**src/hdl/abs_pkg.sv**
```systemverilog
/*
 * Constants, timing counts and state encoding for the adaptive boost supervisor.
 * Assumes a single 25 MHz core clock and an asynchronous active-low reset.
 */
package abs_pkg;

    // ==========================================================
    // Clock
    localparam int CLK_MHZ       = 25;
    localparam int CLK_PERIOD_NS = 40;

    // ==========================================================
    // Switch minimum times (least times, rounded up)
    localparam int MIN_OFF_LO_NS  = 150;
    localparam int MIN_ON_LO_NS   = 150;
    localparam int MIN_OFF_HI_NS  = 40;
    localparam int MIN_ON_HI_NS   = 110;
    localparam int MIN_OFF_LO_CYC = (MIN_OFF_LO_NS + CLK_PERIOD_NS - 1) / CLK_PERIOD_NS;
    localparam int MIN_ON_LO_CYC  = (MIN_ON_LO_NS + CLK_PERIOD_NS - 1) / CLK_PERIOD_NS;
    localparam int MIN_OFF_HI_CYC = (MIN_OFF_HI_NS + CLK_PERIOD_NS - 1) / CLK_PERIOD_NS;
    localparam int MIN_ON_HI_CYC  = (MIN_ON_HI_NS + CLK_PERIOD_NS - 1) / CLK_PERIOD_NS;
    localparam int MIN_CNT_W      = 3;

    // ==========================================================
    // Undervoltage timeout and recovery hold
    localparam int UV_TIMEOUT_MS  = 110;
    localparam int UV_TIMEOUT_CYC = UV_TIMEOUT_MS * 1000 * CLK_MHZ;
    localparam int RECOVER_MS     = 100;
    localparam int RECOVER_CYC    = RECOVER_MS * 1000 * CLK_MHZ;

    // ==========================================================
    // Feedback thresholds, in millivolts at the feedback node
    localparam int VREF_MV     = 1210;
    localparam int OVPL_MV     = 1423;
    localparam int OVPH_MV     = 1760;
    localparam int UVP_MV      = 886;
    localparam int MV_PER_LSB  = 2;
    localparam int OVL_OFS     = (OVPL_MV - VREF_MV) / MV_PER_LSB;
    localparam int OVH_OFS     = (OVPH_MV - VREF_MV) / MV_PER_LSB;
    localparam int UV_OFS      = (VREF_MV - UVP_MV) / MV_PER_LSB;

    // ==========================================================
    // Adaptive loop defaults
    localparam int TGT_W_DEF   = 10;
    localparam int INIT_PCT    = 88;
    localparam int SAMPLE_CYC  = 256;
    localparam int STEP_DEF    = 1;
    localparam int NUM_SINKS   = 6;
    localparam int STRAP_WAIT  = 3;

    // ==========================================================
    // Supervisor states
    typedef enum logic [1:0] {
        ST_STRAP   = 2'b00,
        ST_START   = 2'b01,
        ST_ADAPT   = 2'b10,
        ST_RECOVER = 2'b11
    } abs_state_e;

endpackage : abs_pkg

```
**src/hdl/abs_min_pulse.sv**
```systemverilog
/*
 * Switch gate with guaranteed minimum on and off durations.
 * Assumes the demand comes from logic on the same clock.
 */
`timescale 1ns/1ns
module abs_min_pulse
    import abs_pkg::*;
#(
    parameter int CW = MIN_CNT_W
) (
    input  wire logic          clk,
    input  wire logic          resetn,
    input  wire logic          demand,
    input  wire logic [CW-1:0] minOnCyc,
    input  wire logic [CW-1:0] minOffCyc,
    output logic               gate_r
);
    logic [CW-1:0] holdCnt_r;
    logic [CW-1:0] runCnt_r;
    wire           toggle = (holdCnt_r == '0) && (demand != gate_r);
    wire  [CW-1:0] loadCnt = demand ? minOnCyc - 1'b1 : minOffCyc - 1'b1;

    // Run counter needs at least two bits to tell one from saturation
    if (CW < 2) begin : g_bad_param
        $error("abs_min_pulse: counter width too small");
    end

    // ==========================================================
    // Change only once the hold count has run out
    always_ff @(posedge clk or negedge resetn) begin
        if (!resetn) begin
            gate_r    <= 1'b0;
            holdCnt_r <= '0;
        end else if (toggle) begin
            gate_r    <= demand;
            holdCnt_r <= loadCnt;
        end else if (holdCnt_r != '0) begin
            holdCnt_r <= holdCnt_r - 1'b1;
        end
    end

    // Run length helper, saturating
    always_ff @(posedge clk or negedge resetn) begin
        if (!resetn) begin
            runCnt_r <= '0;
        end else if (toggle) begin
            runCnt_r <= {{(CW-1){1'b0}}, 1'b1};
        end else if (runCnt_r != '1) begin
            runCnt_r <= runCnt_r + 1'b1;
        end
    end
endmodule : abs_min_pulse

```
**src/hdl/abs_supervisor.sv**
```systemverilog
/*
 * Adaptive boost supervisor: boost target loop, fault thresholds, switch gating.
 * Assumes feedback code, sink faults, channel enable and switch demand come
 * from logic on this clock; comparator and strap pins are asynchronous.
 */
`timescale 1ns/1ns
module abs_supervisor
    import abs_pkg::*;
#(
    parameter int TGT_W          = TGT_W_DEF,
    parameter int STEP           = STEP_DEF,
    parameter int SAMPLE_PERIOD  = SAMPLE_CYC,
    parameter int UV_TIMEOUT     = UV_TIMEOUT_CYC,
    parameter int RECOVER_PERIOD = RECOVER_CYC
) (
    input  wire logic                 clk,
    input  wire logic                 resetn,
    input  wire logic [2:0]           stringCountSelect,
    input  wire logic                 highBand,
    input  wire logic                 channelsActive,
    input  wire logic [NUM_SINKS-1:0] sinkBelowHeadroom,
    input  wire logic [NUM_SINKS-1:0] sinkNearHeadroom,
    input  wire logic [NUM_SINKS-1:0] sinkFault,
    input  wire logic [TGT_W-1:0]     fbCode,
    input  wire logic                 switchDemand,
    input  wire logic [2:0]           flagClear,
    output logic                      switchGate,
    output logic [TGT_W-1:0]          boostTarget,
    output logic [TGT_W:0]            overvoltLowLevel,
    output logic [TGT_W:0]            overvoltHighLevel,
    output logic [TGT_W:0]            undervoltLevel,
    output logic                      boostOvervoltLowFlag,
    output logic                      boostOvervoltHighFlag,
    output logic                      boostUndervoltTimeoutFlag,
    output logic                      faultRecovery,
    output logic [NUM_SINKS-1:0]      sinksInUse
);
    // ==========================================================
    // Derived constants and elaboration checks
    localparam int TMR_MAX = (UV_TIMEOUT > RECOVER_PERIOD) ? UV_TIMEOUT : RECOVER_PERIOD;
    localparam int TMR_W   = $clog2(TMR_MAX + 1);
    localparam int SMP_W   = $clog2(SAMPLE_PERIOD + 1);
    localparam int TGT_TOP = (1 << TGT_W) - 1;
    localparam logic [TGT_W-1:0] TGT_MAX  = TGT_W'(TGT_TOP);
    localparam logic [TGT_W-1:0] TGT_INIT = TGT_W'((TGT_TOP * INIT_PCT) / 100);
    localparam logic [TGT_W:0]   STEP_V   = (TGT_W+1)'(STEP);
    localparam logic [TGT_W:0]   OVL_V    = (TGT_W+1)'(OVL_OFS);
    localparam logic [TGT_W:0]   OVH_V    = (TGT_W+1)'(OVH_OFS);
    localparam logic [TGT_W:0]   UV_V     = (TGT_W+1)'(UV_OFS);

    if (STEP < 1 || STEP > TGT_TOP || SAMPLE_PERIOD < 1 || UV_TIMEOUT < 2 ||
        RECOVER_PERIOD < 1 || TGT_W < 9 || TGT_W > 16) begin : g_bad_param
        $error("abs_supervisor: unsupported parameter value");
    end

    // ==========================================================
    // Declarations
    abs_state_e                stateR;
    abs_state_e                stateNxt;
    logic [TMR_W-1:0]          tmr_r;
    logic [SMP_W-1:0]          smpCnt_r;
    logic [1:0]                strapCnt_r;
    logic                      highBand_r;
    logic [TGT_W-1:0]          target_nxt;
    logic [NUM_SINKS-1:0]      belowS;
    logic [NUM_SINKS-1:0]      nearS;
    logic [2:0]                selS;
    logic                      bandS;
    logic                      gateW;

    // ==========================================================
    // Pin synchronisers
    abs_sync2 #(.W(2*NUM_SINKS)) u_sinkSync (
        .clk    (clk),
        .resetn (resetn),
        .din    ({sinkNearHeadroom, sinkBelowHeadroom}),
        .dout   ({nearS, belowS})
    );

    abs_sync2 #(.W(4)) u_strapSync (
        .clk    (clk),
        .resetn (resetn),
        .din    ({highBand, stringCountSelect}),
        .dout   ({bandS, selS})
    );

    // ==========================================================
    // Sink selection and loop decisions
    wire [NUM_SINKS-1:0] strapMask = (selS == 3'h0 || selS > 3'h6) ? 6'h3f
                                   : NUM_SINKS'((7'h01 << selS) - 7'h01);
    wire [NUM_SINKS-1:0] monitored = sinksInUse & ~sinkFault;
    wire anyLow     = |(belowS & monitored);
    wire anyNear    = |(nearS & monitored);
    wire sampleTick = (smpCnt_r == SMP_W'(SAMPLE_PERIOD - 1));
    wire stepUp     = sampleTick && anyLow;
    wire stepDown   = sampleTick && (|monitored) && !anyLow && !anyNear;
    wire inRun      = (stateR == ST_START) || (stateR == ST_ADAPT);

    // Saturating up and down targets
    wire [TGT_W:0] tgtWide = {1'b0, boostTarget};
    wire [TGT_W:0] upSum   = tgtWide + STEP_V;
    wire [TGT_W-1:0] tgtUp   = (upSum > {1'b0, TGT_MAX}) ? TGT_MAX : upSum[TGT_W-1:0];
    wire [TGT_W-1:0] tgtDown = (tgtWide < STEP_V) ? '0 : boostTarget - STEP_V[TGT_W-1:0];

    // ==========================================================
    // Fault comparisons against tracking thresholds
    wire [TGT_W:0] fbWide   = {1'b0, fbCode};
    wire ovLowNow   = fbWide >= overvoltLowLevel;
    wire ovHighNow  = fbWide >= overvoltHighLevel;
    wire uvNow      = fbWide < undervoltLevel;
    wire uvExpire   = inRun && uvNow && (tmr_r == TMR_W'(UV_TIMEOUT - 1));
    wire recDone    = (stateR == ST_RECOVER) && (tmr_r == TMR_W'(RECOVER_PERIOD - 1));
    wire runFault   = inRun && (ovHighNow || uvExpire);
    wire allowSw    = inRun && !ovLowNow;

    // Minimum times follow the sampled frequency band
    wire [MIN_CNT_W-1:0] minOn  = highBand_r ? MIN_CNT_W'(MIN_ON_HI_CYC)
                                             : MIN_CNT_W'(MIN_ON_LO_CYC);
    wire [MIN_CNT_W-1:0] minOff = highBand_r ? MIN_CNT_W'(MIN_OFF_HI_CYC)
                                             : MIN_CNT_W'(MIN_OFF_LO_CYC);

    abs_min_pulse #(.CW(MIN_CNT_W)) u_gate (
        .clk       (clk),
        .resetn    (resetn),
        .demand    (switchDemand && allowSw),
        .minOnCyc  (minOn),
        .minOffCyc (minOff),
        .gate_r    (gateW)
    );
    assign switchGate = gateW;

    // ==========================================================
    // Next state and next target
    always_comb begin
        stateNxt   = stateR;
        target_nxt = boostTarget;
        case (stateR)
            ST_STRAP: begin
                if (strapCnt_r == 2'(STRAP_WAIT)) begin
                    stateNxt = ST_START;
                end
            end
            ST_START: begin
                target_nxt = TGT_INIT;
                if (runFault) begin
                    stateNxt = ST_RECOVER;
                end else if (channelsActive) begin
                    stateNxt = ST_ADAPT;
                end
            end
            ST_ADAPT: begin
                if (runFault) begin
                    stateNxt = ST_RECOVER;
                end else if (!channelsActive) begin
                    stateNxt   = ST_START;
                    target_nxt = TGT_INIT;
                end else if (stepUp) begin
                    target_nxt = tgtUp;
                end else if (stepDown) begin
                    target_nxt = tgtDown;
                end
            end
            ST_RECOVER: begin
                target_nxt = TGT_INIT;
                if (recDone) begin
                    stateNxt = ST_START;
                end
            end
            default: begin
                stateNxt = ST_STRAP;
            end
        endcase
    end

    // ==========================================================
    // State, target and straps; strap pins are read in the strap state only
    always_ff @(posedge clk or negedge resetn) begin
        if (!resetn) begin
            stateR      <= ST_STRAP;
            boostTarget <= TGT_INIT;
            strapCnt_r  <= 2'h0;
            sinksInUse  <= '0;
            highBand_r  <= 1'b0;
        end else begin
            stateR      <= stateNxt;
            boostTarget <= target_nxt;
            if (stateR == ST_STRAP) begin
                strapCnt_r <= strapCnt_r + 2'h1;
                sinksInUse <= strapMask;
                highBand_r <= bandS;
            end
        end
    end

    // Shared timer: undervolt wait in run states, hold in recovery
    always_ff @(posedge clk or negedge resetn) begin
        if (!resetn) begin
            tmr_r <= '0;
        end else if (stateNxt != stateR || (inRun && !uvNow)) begin
            tmr_r <= '0;
        end else if (inRun || stateR == ST_RECOVER) begin
            tmr_r <= tmr_r + 1'b1;
        end
    end

    // Sample period counter, free running in adapt
    always_ff @(posedge clk or negedge resetn) begin
        if (!resetn) begin
            smpCnt_r <= '0;
        end else if (stateR != ST_ADAPT || sampleTick) begin
            smpCnt_r <= '0;
        end else begin
            smpCnt_r <= smpCnt_r + 1'b1;
        end
    end

    // ==========================================================
    // Tracking thresholds; one cycle behind the target
    always_ff @(posedge clk or negedge resetn) begin
        if (!resetn) begin
            overvoltLowLevel  <= '1;
            overvoltHighLevel <= '1;
            undervoltLevel    <= '0;
        end else begin
            overvoltLowLevel  <= tgtWide + OVL_V;
            overvoltHighLevel <= tgtWide + OVH_V;
            undervoltLevel    <= (tgtWide < UV_V) ? '0 : tgtWide - UV_V;
        end
    end

    // ==========================================================
    // Sticky fault flags, a new event beats a clear in the same cycle; faultRecovery follows the next state
    always_ff @(posedge clk or negedge resetn) begin
        if (!resetn) begin
            boostOvervoltLowFlag      <= 1'b0;
            boostOvervoltHighFlag     <= 1'b0;
            boostUndervoltTimeoutFlag <= 1'b0;
            faultRecovery             <= 1'b0;
        end else begin
            boostOvervoltLowFlag      <= (inRun && ovLowNow) ||
                                         (boostOvervoltLowFlag && !flagClear[0]);
            boostOvervoltHighFlag     <= (inRun && ovHighNow) ||
                                         (boostOvervoltHighFlag && !flagClear[1]);
            boostUndervoltTimeoutFlag <= uvExpire ||
                                         (boostUndervoltTimeoutFlag && !flagClear[2]);
            faultRecovery             <= (stateNxt == ST_RECOVER);
        end
    end
endmodule : abs_supervisor

```
**src/hdl/abs_sync2.sv**
```systemverilog
/*
 * Two-flop synchroniser for a bundle of independent level inputs.
 * Assumes each bit is a slow level; multi-bit coherence is not kept.
 */
`timescale 1ns/1ns
module abs_sync2 #(
    parameter int W = 1
) (
    input  wire logic         clk,
    input  wire logic         resetn,
    input  wire logic [W-1:0] din,
    output logic      [W-1:0] dout
);
    logic [W-1:0] meta_r;

    // A zero-width bundle has nothing to carry
    if (W < 1) begin : g_bad_param
        $error("abs_sync2: width must be at least one");
    end

    // ==========================================================
    // First stage feeds only the second
    always_ff @(posedge clk or negedge resetn) begin
        if (!resetn) begin
            meta_r <= '0;
            dout   <= '0;
        end else begin
            meta_r <= din;
            dout   <= meta_r;
        end
    end
endmodule : abs_sync2

```
**config.mk**
```make
export PLATFORM = sky130hd
export DESIGN_NAME = abs_supervisor
export DESIGN_NICKNAME = d
export VERILOG_FILES = /design/src/hdl/abs_pkg.sv /design/src/hdl/abs_min_pulse.sv /design/src/hdl/abs_supervisor.sv /design/src/hdl/abs_sync2.sv
export SDC_FILE = /design/constraint.sdc
export NUM_CORES = 1
export LEC_CHECK = 0
export ABC_AREA = 1
export ABC_CLOCK_PERIOD_IN_PS = 3450
export BUFFER_PORTS_ARGS = -buffer_cell sky130_fd_sc_hd__buf_2
export CAP_MARGIN = 20
export CORE_MARGIN = 3
export CORE_UTILIZATION = 58
export DETAILED_ROUTE_END_ITERATION = 8
export GPL_TIMING_DRIVEN = 0
export PLACE_DENSITY_LB_ADDON = 0.2
export SLEW_MARGIN = 20
export SYNTH_ARGS = -nofsm -noshare
export SYNTH_HDL_FRONTEND = slang
export SYNTH_SLANG_ARGS = --single-unit
export TNS_END_PERCENT = 10
```
**constraint.sdc**
```tcl
create_clock -name clk -period 3.45 [get_ports clk]
set_clock_uncertainty 0.1 [all_clocks]
set_input_delay 0.8625 -clock clk [delete_from_list [all_inputs] [get_ports clk]]
set_output_delay 0.8625 -clock clk [all_outputs]
set_load 0.02 [all_outputs]
```
==> flow_metrics.py, run 1 <==
metrics = {
    "power_and_ir_drop": {
        "power.share.clock_pct": 25.4,
        "switching_share_pct": 41.7,
        "p_leak_nw": 4.05,
        "p_per_area_mw_per_mm2": 840,
        "vdd_ir_drop_max_mv": 0.482,
        "internal-power_mw": 3.95,
        "netSwitchingPower_mw": 2.83,
        "pwr-share-seq_pct": 31.8,
        "share_comb_of_total_power_pct": 42.7,
    },
    "sta": {
        "fmax_mhz": 355,
        "max_slew.worst_pin.slew_ns": 0.576,
        "final_max_slew_viol_count": 0,
        "tns_ns": 0,
        "period_share_pct": 81.5,
        "worst_slack_ns": 0.637,
        "rsz0062_at_grt": "no",
        "finalCriticalPeriod_ns": 2.81,
        "max_slew_margin_pct": 61.6,
        "hold_viol": 0,
        "setup_viol": 0,
    },
    "floorplanning": {
        "ioPinCount": 93,
        "rows": 38,
        "dieArea_mm2": 0.0131,
        "die_w_um": 114,
        "die_y_um": 114,
        "core_mm2": 0.0112,
        "start_util_pct": 61.0,
    },
    "cts": {
        "cts_sinks": 125,
        "cts_setup_buffers": 0,
        "clkTransAtPathRegs_ns": 0.05,
        "clockRootBuffer": "clkbuf_16",
        "insertion_delay_ns": 0.42,
        "cts-hold-fix-buffers": 0,
        "clock_path_buffers": 2,
        "cts_tree": "yes",
        "cts_inserted_buffers": 17,
        "cts_resized": 0,
        "cts.htree.levels": 4,
    },
    "worst_setup_path": {
        "arrival_ns": 3.07,
        "cp-endpoint": "u_gate.holdCnt_r[1]$_DFFE_PN0P_",
        "ff2ff_path_depth": 15,
        "path_max_fanout": 3,
        "timing.rr.end": "u_gate.holdCnt_r[1]$_DFFE_PN0P_",
        "critPathLaunchType": "input port",
        "reg2reg_slack_ns": 0.65,
        "crit_start": "fbCode[2]",
        "r2r_start": "overvoltLowLevel[2]$_DFF_PN1_",
        "end_kind": "flop",
        "worst-setup-path-type": "in -> reg",
        "critPathRequiredTime_ns": 3.71,
    },
    "drt": {
        "num_vias": 5745,
        "wl_per_cell_um": 14.1,
        "wl_mm": 15.1,
        "drt_first_iter_violations": 338,
        "drtPass1Iterations": 8,
        "drc_errors": 0,
        "viasPerCell": 5.35,
        "ant_nets": 0,
    },
    "layout": {
        "fin_util_pct": 72.3,
        "final_common_cell": "nand2_1",
        "mostFrequentLayoutCells": "nand2_1 (140), inv_1 (133), dfrtp_1 (99)",
        "final_cell_area_mm2": 0.00807,
        "layout.nets": 1006,
        "antenna_cells": 0,
        "syn2layout_area_growth_pct": 18.4,
        "drive_above_1_share_pct": 21.5,
    },
    "grt": {
        "grt_usage_pct": 24.6,
        "grt_max_degree": 64,
        "grt_pass1_wl_mm": 25.6,
        "grt_antenna_before_repair": 0,
        "grt_pass1_vias": 5708,
        "grt_overflow_total": 0,
    },
    "synth": {
        "syn_area_mm2": 0.00682,
        "synth_nets": 894,
        "syn_inst": 808,
        "yosysWarningCount": 0,
        "postSynthAreaPerCell_um2": 8.44,
        "ys_ff_latch": 125,
        "ys_seq_area_share_pct": 46.4,
        "ys_types": 38,
    },
    "place": {
        "globalplace.congestion": 0.931,
        "numPortBuffers": 92,
        "placed_cell_area_mm2": 0.00749,
        "hpwl_mm": 11.5,
        "dp_slack_ns": 0.238,
    },
    "hold_path": {
        "hold_path.class": "reg -> reg",
    },
    "job": {
        "maxCapViolations": 0,
    },
    "run_status": {
        "status": "finished, final reports clean",
    },
}
## power groups by stage
stage          Sequential [mW]  Clock (mW)  Combinational, mW
5_1_grt                   2.20        1.83               3.24
3_3_place_gp              2.16           0               2.76
3_5_place_dp              2.18           0               2.87
6_report                  2.16        1.73               2.90
4_1_cts                   2.16        1.76               2.90
2_1_floorplan             2.42           0               1.77
## synthesized netlist by cell type (all sizes together)
cell type	n	area share, %
a22oi	3	0.33
o21bai	1	0.11
o21a	1	0.11
ha	47	8.6
o211ai	2	0.22
clkbuf	5	0.28
xor2	32	4.1
o21ai	42	3.1
a21o	2	0.22
nand4	18	1.7
dfstp	26	10
nor3b	6	0.66
inv	134	7.4
or2	3	0.28
nor3	21	1.9
xnor2	8	1.0
a31oi	2	0.18
o22ai	1	0.092
buf	7	0.79
clkinv	4	0.22
nor4	4	0.46
nand3	51	4.0
and3	2	0.18
nor2	105	6.7
dfrtp	99	36
a2111oi	1	0.13
nand2	148	8.4
a21oi	31	2.3
o31ai	2	0.22
## routing by layer
metal	track usage (%)	wire (um)
met5	0	0
met4	9.90	269
met3	5.71	996
met2	40.9	7330
met1	31.1	6510
## sequential cells by signal, indices dropped and copies added (netlist names)
register / count
boostOvervoltHighFlag: 1
boostOvervoltLowFlag: 1
boostTarget: 10
boostUndervoltTimeoutFlag: 1
faultRecovery: 1
highBand_r: 1
overvoltHighLevel: 11
overvoltLowLevel: 11
sinksInUse: 6
smpCnt_r: 9
stateR: 2
strapCnt_r: 2
tmr_r: 22
u_gate.gate_r: 1
u_gate.holdCnt_r: 3
u_sinkSync.dout: 12
u_sinkSync.meta_r: 12
u_strapSync.dout: 4
u_strapSync.meta_r: 4
undervoltLevel: 11
## worst max-delay path, stage by stage
cell	delay, ns
buf_2	0.13
ha_1	0.33
nand2_1	0.06
o21ai_0	0.26
nand3_1	0.11
and3_1	0.22
nand3_1	0.09
nand2_1	0.05
nand2_1	0.09
nand2_1	0.09
nand2_1	0.10
nand2_1	0.07
ha_1	0.28
or2_2	0.29
inv_1	0.05
## worst min path at each step
stage | endpoint | slack, ns | depth (start not counted) | from
floorplan | u_sinkSync.dout[0]$_DFF_PN0_ | 0.23 | 0 | u_sinkSync.meta_r[0]$_DFF_PN0_
global placement | u_sinkSync.dout[8]$_DFF_PN0_ | 0.23 | 0 | u_sinkSync.meta_r[8]$_DFF_PN0_
detailed placement | u_sinkSync.dout[10]$_DFF_PN0_ | 0.23 | 0 | u_sinkSync.meta_r[10]$_DFF_PN0_
CTS | u_sinkSync.dout[10]$_DFF_PN0_ | 0.25 | 0 | u_sinkSync.meta_r[10]$_DFF_PN0_
global route | u_strapSync.dout[0]$_DFF_PN0_ | 0.25 | 0 | u_strapSync.meta_r[0]$_DFF_PN0_
finish | u_sinkSync.dout[10]$_DFF_PN0_ | 0.24 | 0 | u_sinkSync.meta_r[10]$_DFF_PN0_
## metrics by stage
| step | power (mW) | hold slack (ns) | instances |
|---|---|---|---|
| 2_1_floorplan | 4.19 | 0.231 | 808 |
| 3_3_place_gp | 4.92 | 0.232 | 1040 |
| 3_5_place_dp | 5.05 | 0.235 | 1041 |
| 4_1_cts | 6.81 | 0.246 | 1073 |
| 5_1_grt | 7.28 | 0.255 | 1073 |
| 6_report | 6.78 | 0.244 | 1073 |
## logic make-up after synthesis
kind of cell,after synthesis,share of synthesized area [%]
compound gates,88,6.97
xor+xnor,40,5.14
fa+ha+maj,47,8.63
buf+inv,150,8.66
flops,125,46.4
simple gates,358,24.2
## layout make-up
class | instances | area, um^2
Buffer | 12 | 72.6
Sequential cell | 125 | 3160
Clock buffer | 19 | 443
Inverter | 138 | 518
Tap cell | 140 | 175
Clock inverter | 13 | 144
Timing Repair Buffer | 93 | 494
Fill cell | 857 | 3100
Multi-Input combinational cell | 533 | 3070
Power figures use the tool's default switching activity.
==> inputs of run 2 (changes only) <==
--- a/config.mk
+++ b/config.mk
@@ -6,7 +6,7 @@
 export NUM_CORES = 1
 export LEC_CHECK = 0
 export ABC_AREA = 1
-export ABC_CLOCK_PERIOD_IN_PS = 3450
+export ABC_CLOCK_PERIOD_IN_PS = 2700
 export BUFFER_PORTS_ARGS = -buffer_cell sky130_fd_sc_hd__buf_2
 export CAP_MARGIN = 20
 export CORE_MARGIN = 3
==> constraint.sdc (replaced) <==
create_clock -name clk -period 2.7 [get_ports clk]
set_clock_uncertainty 0.1 [all_clocks]
set_input_delay 0.675 -clock clk [delete_from_list [all_inputs] [get_ports clk]]
set_output_delay 0.675 -clock clk [all_outputs]
set_load 0.02 [all_outputs]
==> run 2 against run 1 <==
  * Non-clock buffer count grew 10
  * Sequential share of layout area shrank 1.2 points
  * Via count grew 1.4%
  * Highest routed layer unchanged
  * Critical path type is now reg -> reg
  * First-iteration DRC count grew 1.8%
  * Power is 33% higher
  * Critical path depth did not move
==> flow_metrics.py, run 2 (synthesis gave the netlist of run 1 again) <==
metrics = {
    "grt": {
        "grt_overflow_total": 0,
        "grt_pass1_vias": 5710,
        "grt_usage_pct": 24.6,
        "grt_antenna_before_repair": 0,
        "grt_max_degree": 64,
        "grt_pass1_wl_mm": 25.6,
    },
    "place": {
        "numPortBuffers": 92,
        "dp_slack_ns": -0.325,
        "dp.cells": 1041,
        "hpwl_mm": 11.5,
        "globalplace.congestion": 0.931,
    },
    "layout": {
        "fill_cells": 806,
        "syn2layout_area_growth_pct": 22.4,
        "largest_register_ffs": 22,
        "antenna_cells": 0,
        "layout.nets": 1016,
        "instances_no_fill": 1083,
        "multi_input_area_mm2": 0.00325,
        "mostFrequentLayoutCells": "nand2_1 (132), inv_1 (129), dfrtp_1 (97)",
        "drive_above_1_share_pct": 26.5,
        "final_common_cell": "nand2_1",
        "regMostFlops": "tmr_r",
        "largest_registers": "tmr_r (22), u_sinkSync.dout (12), u_sinkSync.meta_r (12)",
        "regArea_mm2": 0.00316,
    },
    "sta": {
        "max_slew_margin_pct": 61.5,
        "rsz0062_at_grt": "yes",
        "finalCriticalPeriod_ns": 2.64,
        "max_slew.worst_pin.slew_ns": 0.577,
        "worst_slack_ns": 0.0645,
        "fmax_mhz": 379,
        "hold_viol": 0,
        "setup_viol": 0,
        "period_share_pct": 97.6,
        "whs_ns": 0.128,
        "tns_ns": 0,
        "final_max_slew_viol_count": 0,
    },
    "job": {
        "maxCapViolations": 0,
    },
    "cts": {
        "clockRootBuffer": "clkbuf_16",
        "clkTransAtPathRegs_ns": 0.05,
        "insertion_delay_ns": 0.42,
        "cts_sinks": 125,
        "cts_inserted_buffers": 17,
        "cts.htree.levels": 4,
        "clock_path_buffers": 2,
        "cts_tree": "yes",
    },
    "worst_setup_path": {
        "arrival_ns": 2.89,
        "end_kind": "flop",
        "reg2reg_slack_ns": 0.06,
        "critPathLaunchType": "flop",
        "path_cells": "inv_1, ha_1, nand2_1, o21ai_1, nand3_1, and3_4, nand3_2, nand2_2, nand2_2, nand2_2, nand2_2, nand2_1, ha_1, or2_2, inv_1",
        "crit_family": "simple AND/OR/NAND/NOR gates",
        "slowest_stage": "dfstp_2",
        "critPathMaxStageDelay_ns": 0.55,
        "cpMostUsedCell": "nand2_2",
        "worst-setup-path-type": "reg -> reg",
        "path_max_fanout": 3,
        "cp.buffers_inverters": 2,
        "critPathRequiredTime_ns": 2.96,
    },
    "floorplanning": {
        "ioPinCount": 93,
        "start_util_pct": 61.0,
        "die_y_um": 114,
        "dieArea_mm2": 0.0131,
        "rows": 38,
        "core_mm2": 0.0112,
        "die_w_um": 114,
    },
    "drt": {
        "drc_errors": 0,
        "drtPass1Iterations": 5,
        "drt_first_iter_violations": 344,
        "ant_nets": 0,
        "wl_per_cell_um": 14.4,
        "wl_mm": 15.6,
        "num_vias": 5823,
        "viasPerCell": 5.38,
    },
    "run_status": {
        "status": "finished, final reports clean",
    },
    "power_and_ir_drop": {
        "p_leak_nw": 4.12,
        "vdd_ir_drop_max_mv": 0.667,
        "p_total_mw": 9.05,
        "p_per_area_mw_per_mm2": 1080,
    },
    "hold_path": {
        "hold_path.class": "in -> async",
    },
}
-- run 2: changes by cell type in the layout (fill, tap and decap cells not counted), moves of 4 or more --
cell,change
buf_4,+11
a21oi_1,-6
a21oi_2,+6
inv_1,-4
nand2_1,-8
ha_1,-7
nand2_2,+7
inv_2,+4
ha_4,+6
nor2_1,-4
-- run 2: final timing paths --
kind                                              endpoint  cells past startpoint                       startpoint
min reg2reg                  u_sinkSync.dout[10]$_DFF_PN0_                      0  u_sinkSync.meta_r[10]$_DFF_PN0_
max in group asynchronous       boostTarget[8]$_DFFE_PN1P_                      2                           resetn
min in group clk             u_sinkSync.dout[10]$_DFF_PN0_                      0  u_sinkSync.meta_r[10]$_DFF_PN0_
min                            undervoltLevel[0]$_DFF_PN0_                      1                           resetn
max reg2reg                u_gate.holdCnt_r[1]$_DFFE_PN0P_                     15    overvoltLowLevel[1]$_DFF_PN1_
max                        u_gate.holdCnt_r[1]$_DFFE_PN0P_                     15    overvoltLowLevel[1]$_DFF_PN1_
-- run 2: power by group --
group	total, mW	internal, mW	switching [mW]
sequential	2.76	2.43	0.325
combinational	4.08	1.46	2.62
clock	2.21	1.38	0.826
-- run 2: layout make-up --
type	count	share of cell area, %
multi-input combinational	533	39.0
clock buffer	19	5.31
clock inverter	13	1.72
sequential	125	37.9
tap	140	2.10
timing repair buffer	103	6.82
buffer	12	0.915
inverter	138	6.22
-- run 2: timing repair --
item                                   CTS  global route
setup buffers                            0            10
setup endpoints to repair                9            34
gates resized for setup                  5            43
endpoints found under the hold margin    0             0
hold buffers                             0             0
pin swaps                                0            13
-- run 2: worst reg2reg max path, stage by stage, from the launching register on --
cell and delay (ns):
dfstp_2 0.55, inv_1 0.05, ha_1 0.29, nand2_1 0.07, o21ai_1 0.19, nand3_1 0.10
and3_4 0.18, nand3_2 0.08, nand2_2 0.06, nand2_2 0.10, nand2_2 0.06, nand2_2 0.09
nand2_1 0.06, ha_1 0.28, or2_2 0.29, inv_1 0.05
-- run 2: layer usage --
layer | GRT usage (%) | part of all wire [%] | vias up
li1 | - | - | 2823
met1 | 31.1 | 43 | 2766
met2 | 40.9 | 49 | 204
met3 | 5.71 | 5.9 | 30
met4 | 9.90 | 1.9 | 0
met5 | 0 | 0 | -
-- run 2: metrics by stage --
| step | util (%) | cell area (um^2) |
|---|---|---|
| 3_3_place_gp | 66.7 | 7450 |
| 5_1_grt | 74.7 | 8340 |
| 6_report | 74.7 | 8340 |
| 4_1_cts | 72.4 | 8080 |
| 2_1_floorplan | - | 6820 |
| 3_5_place_dp | 67.0 | 7490 |
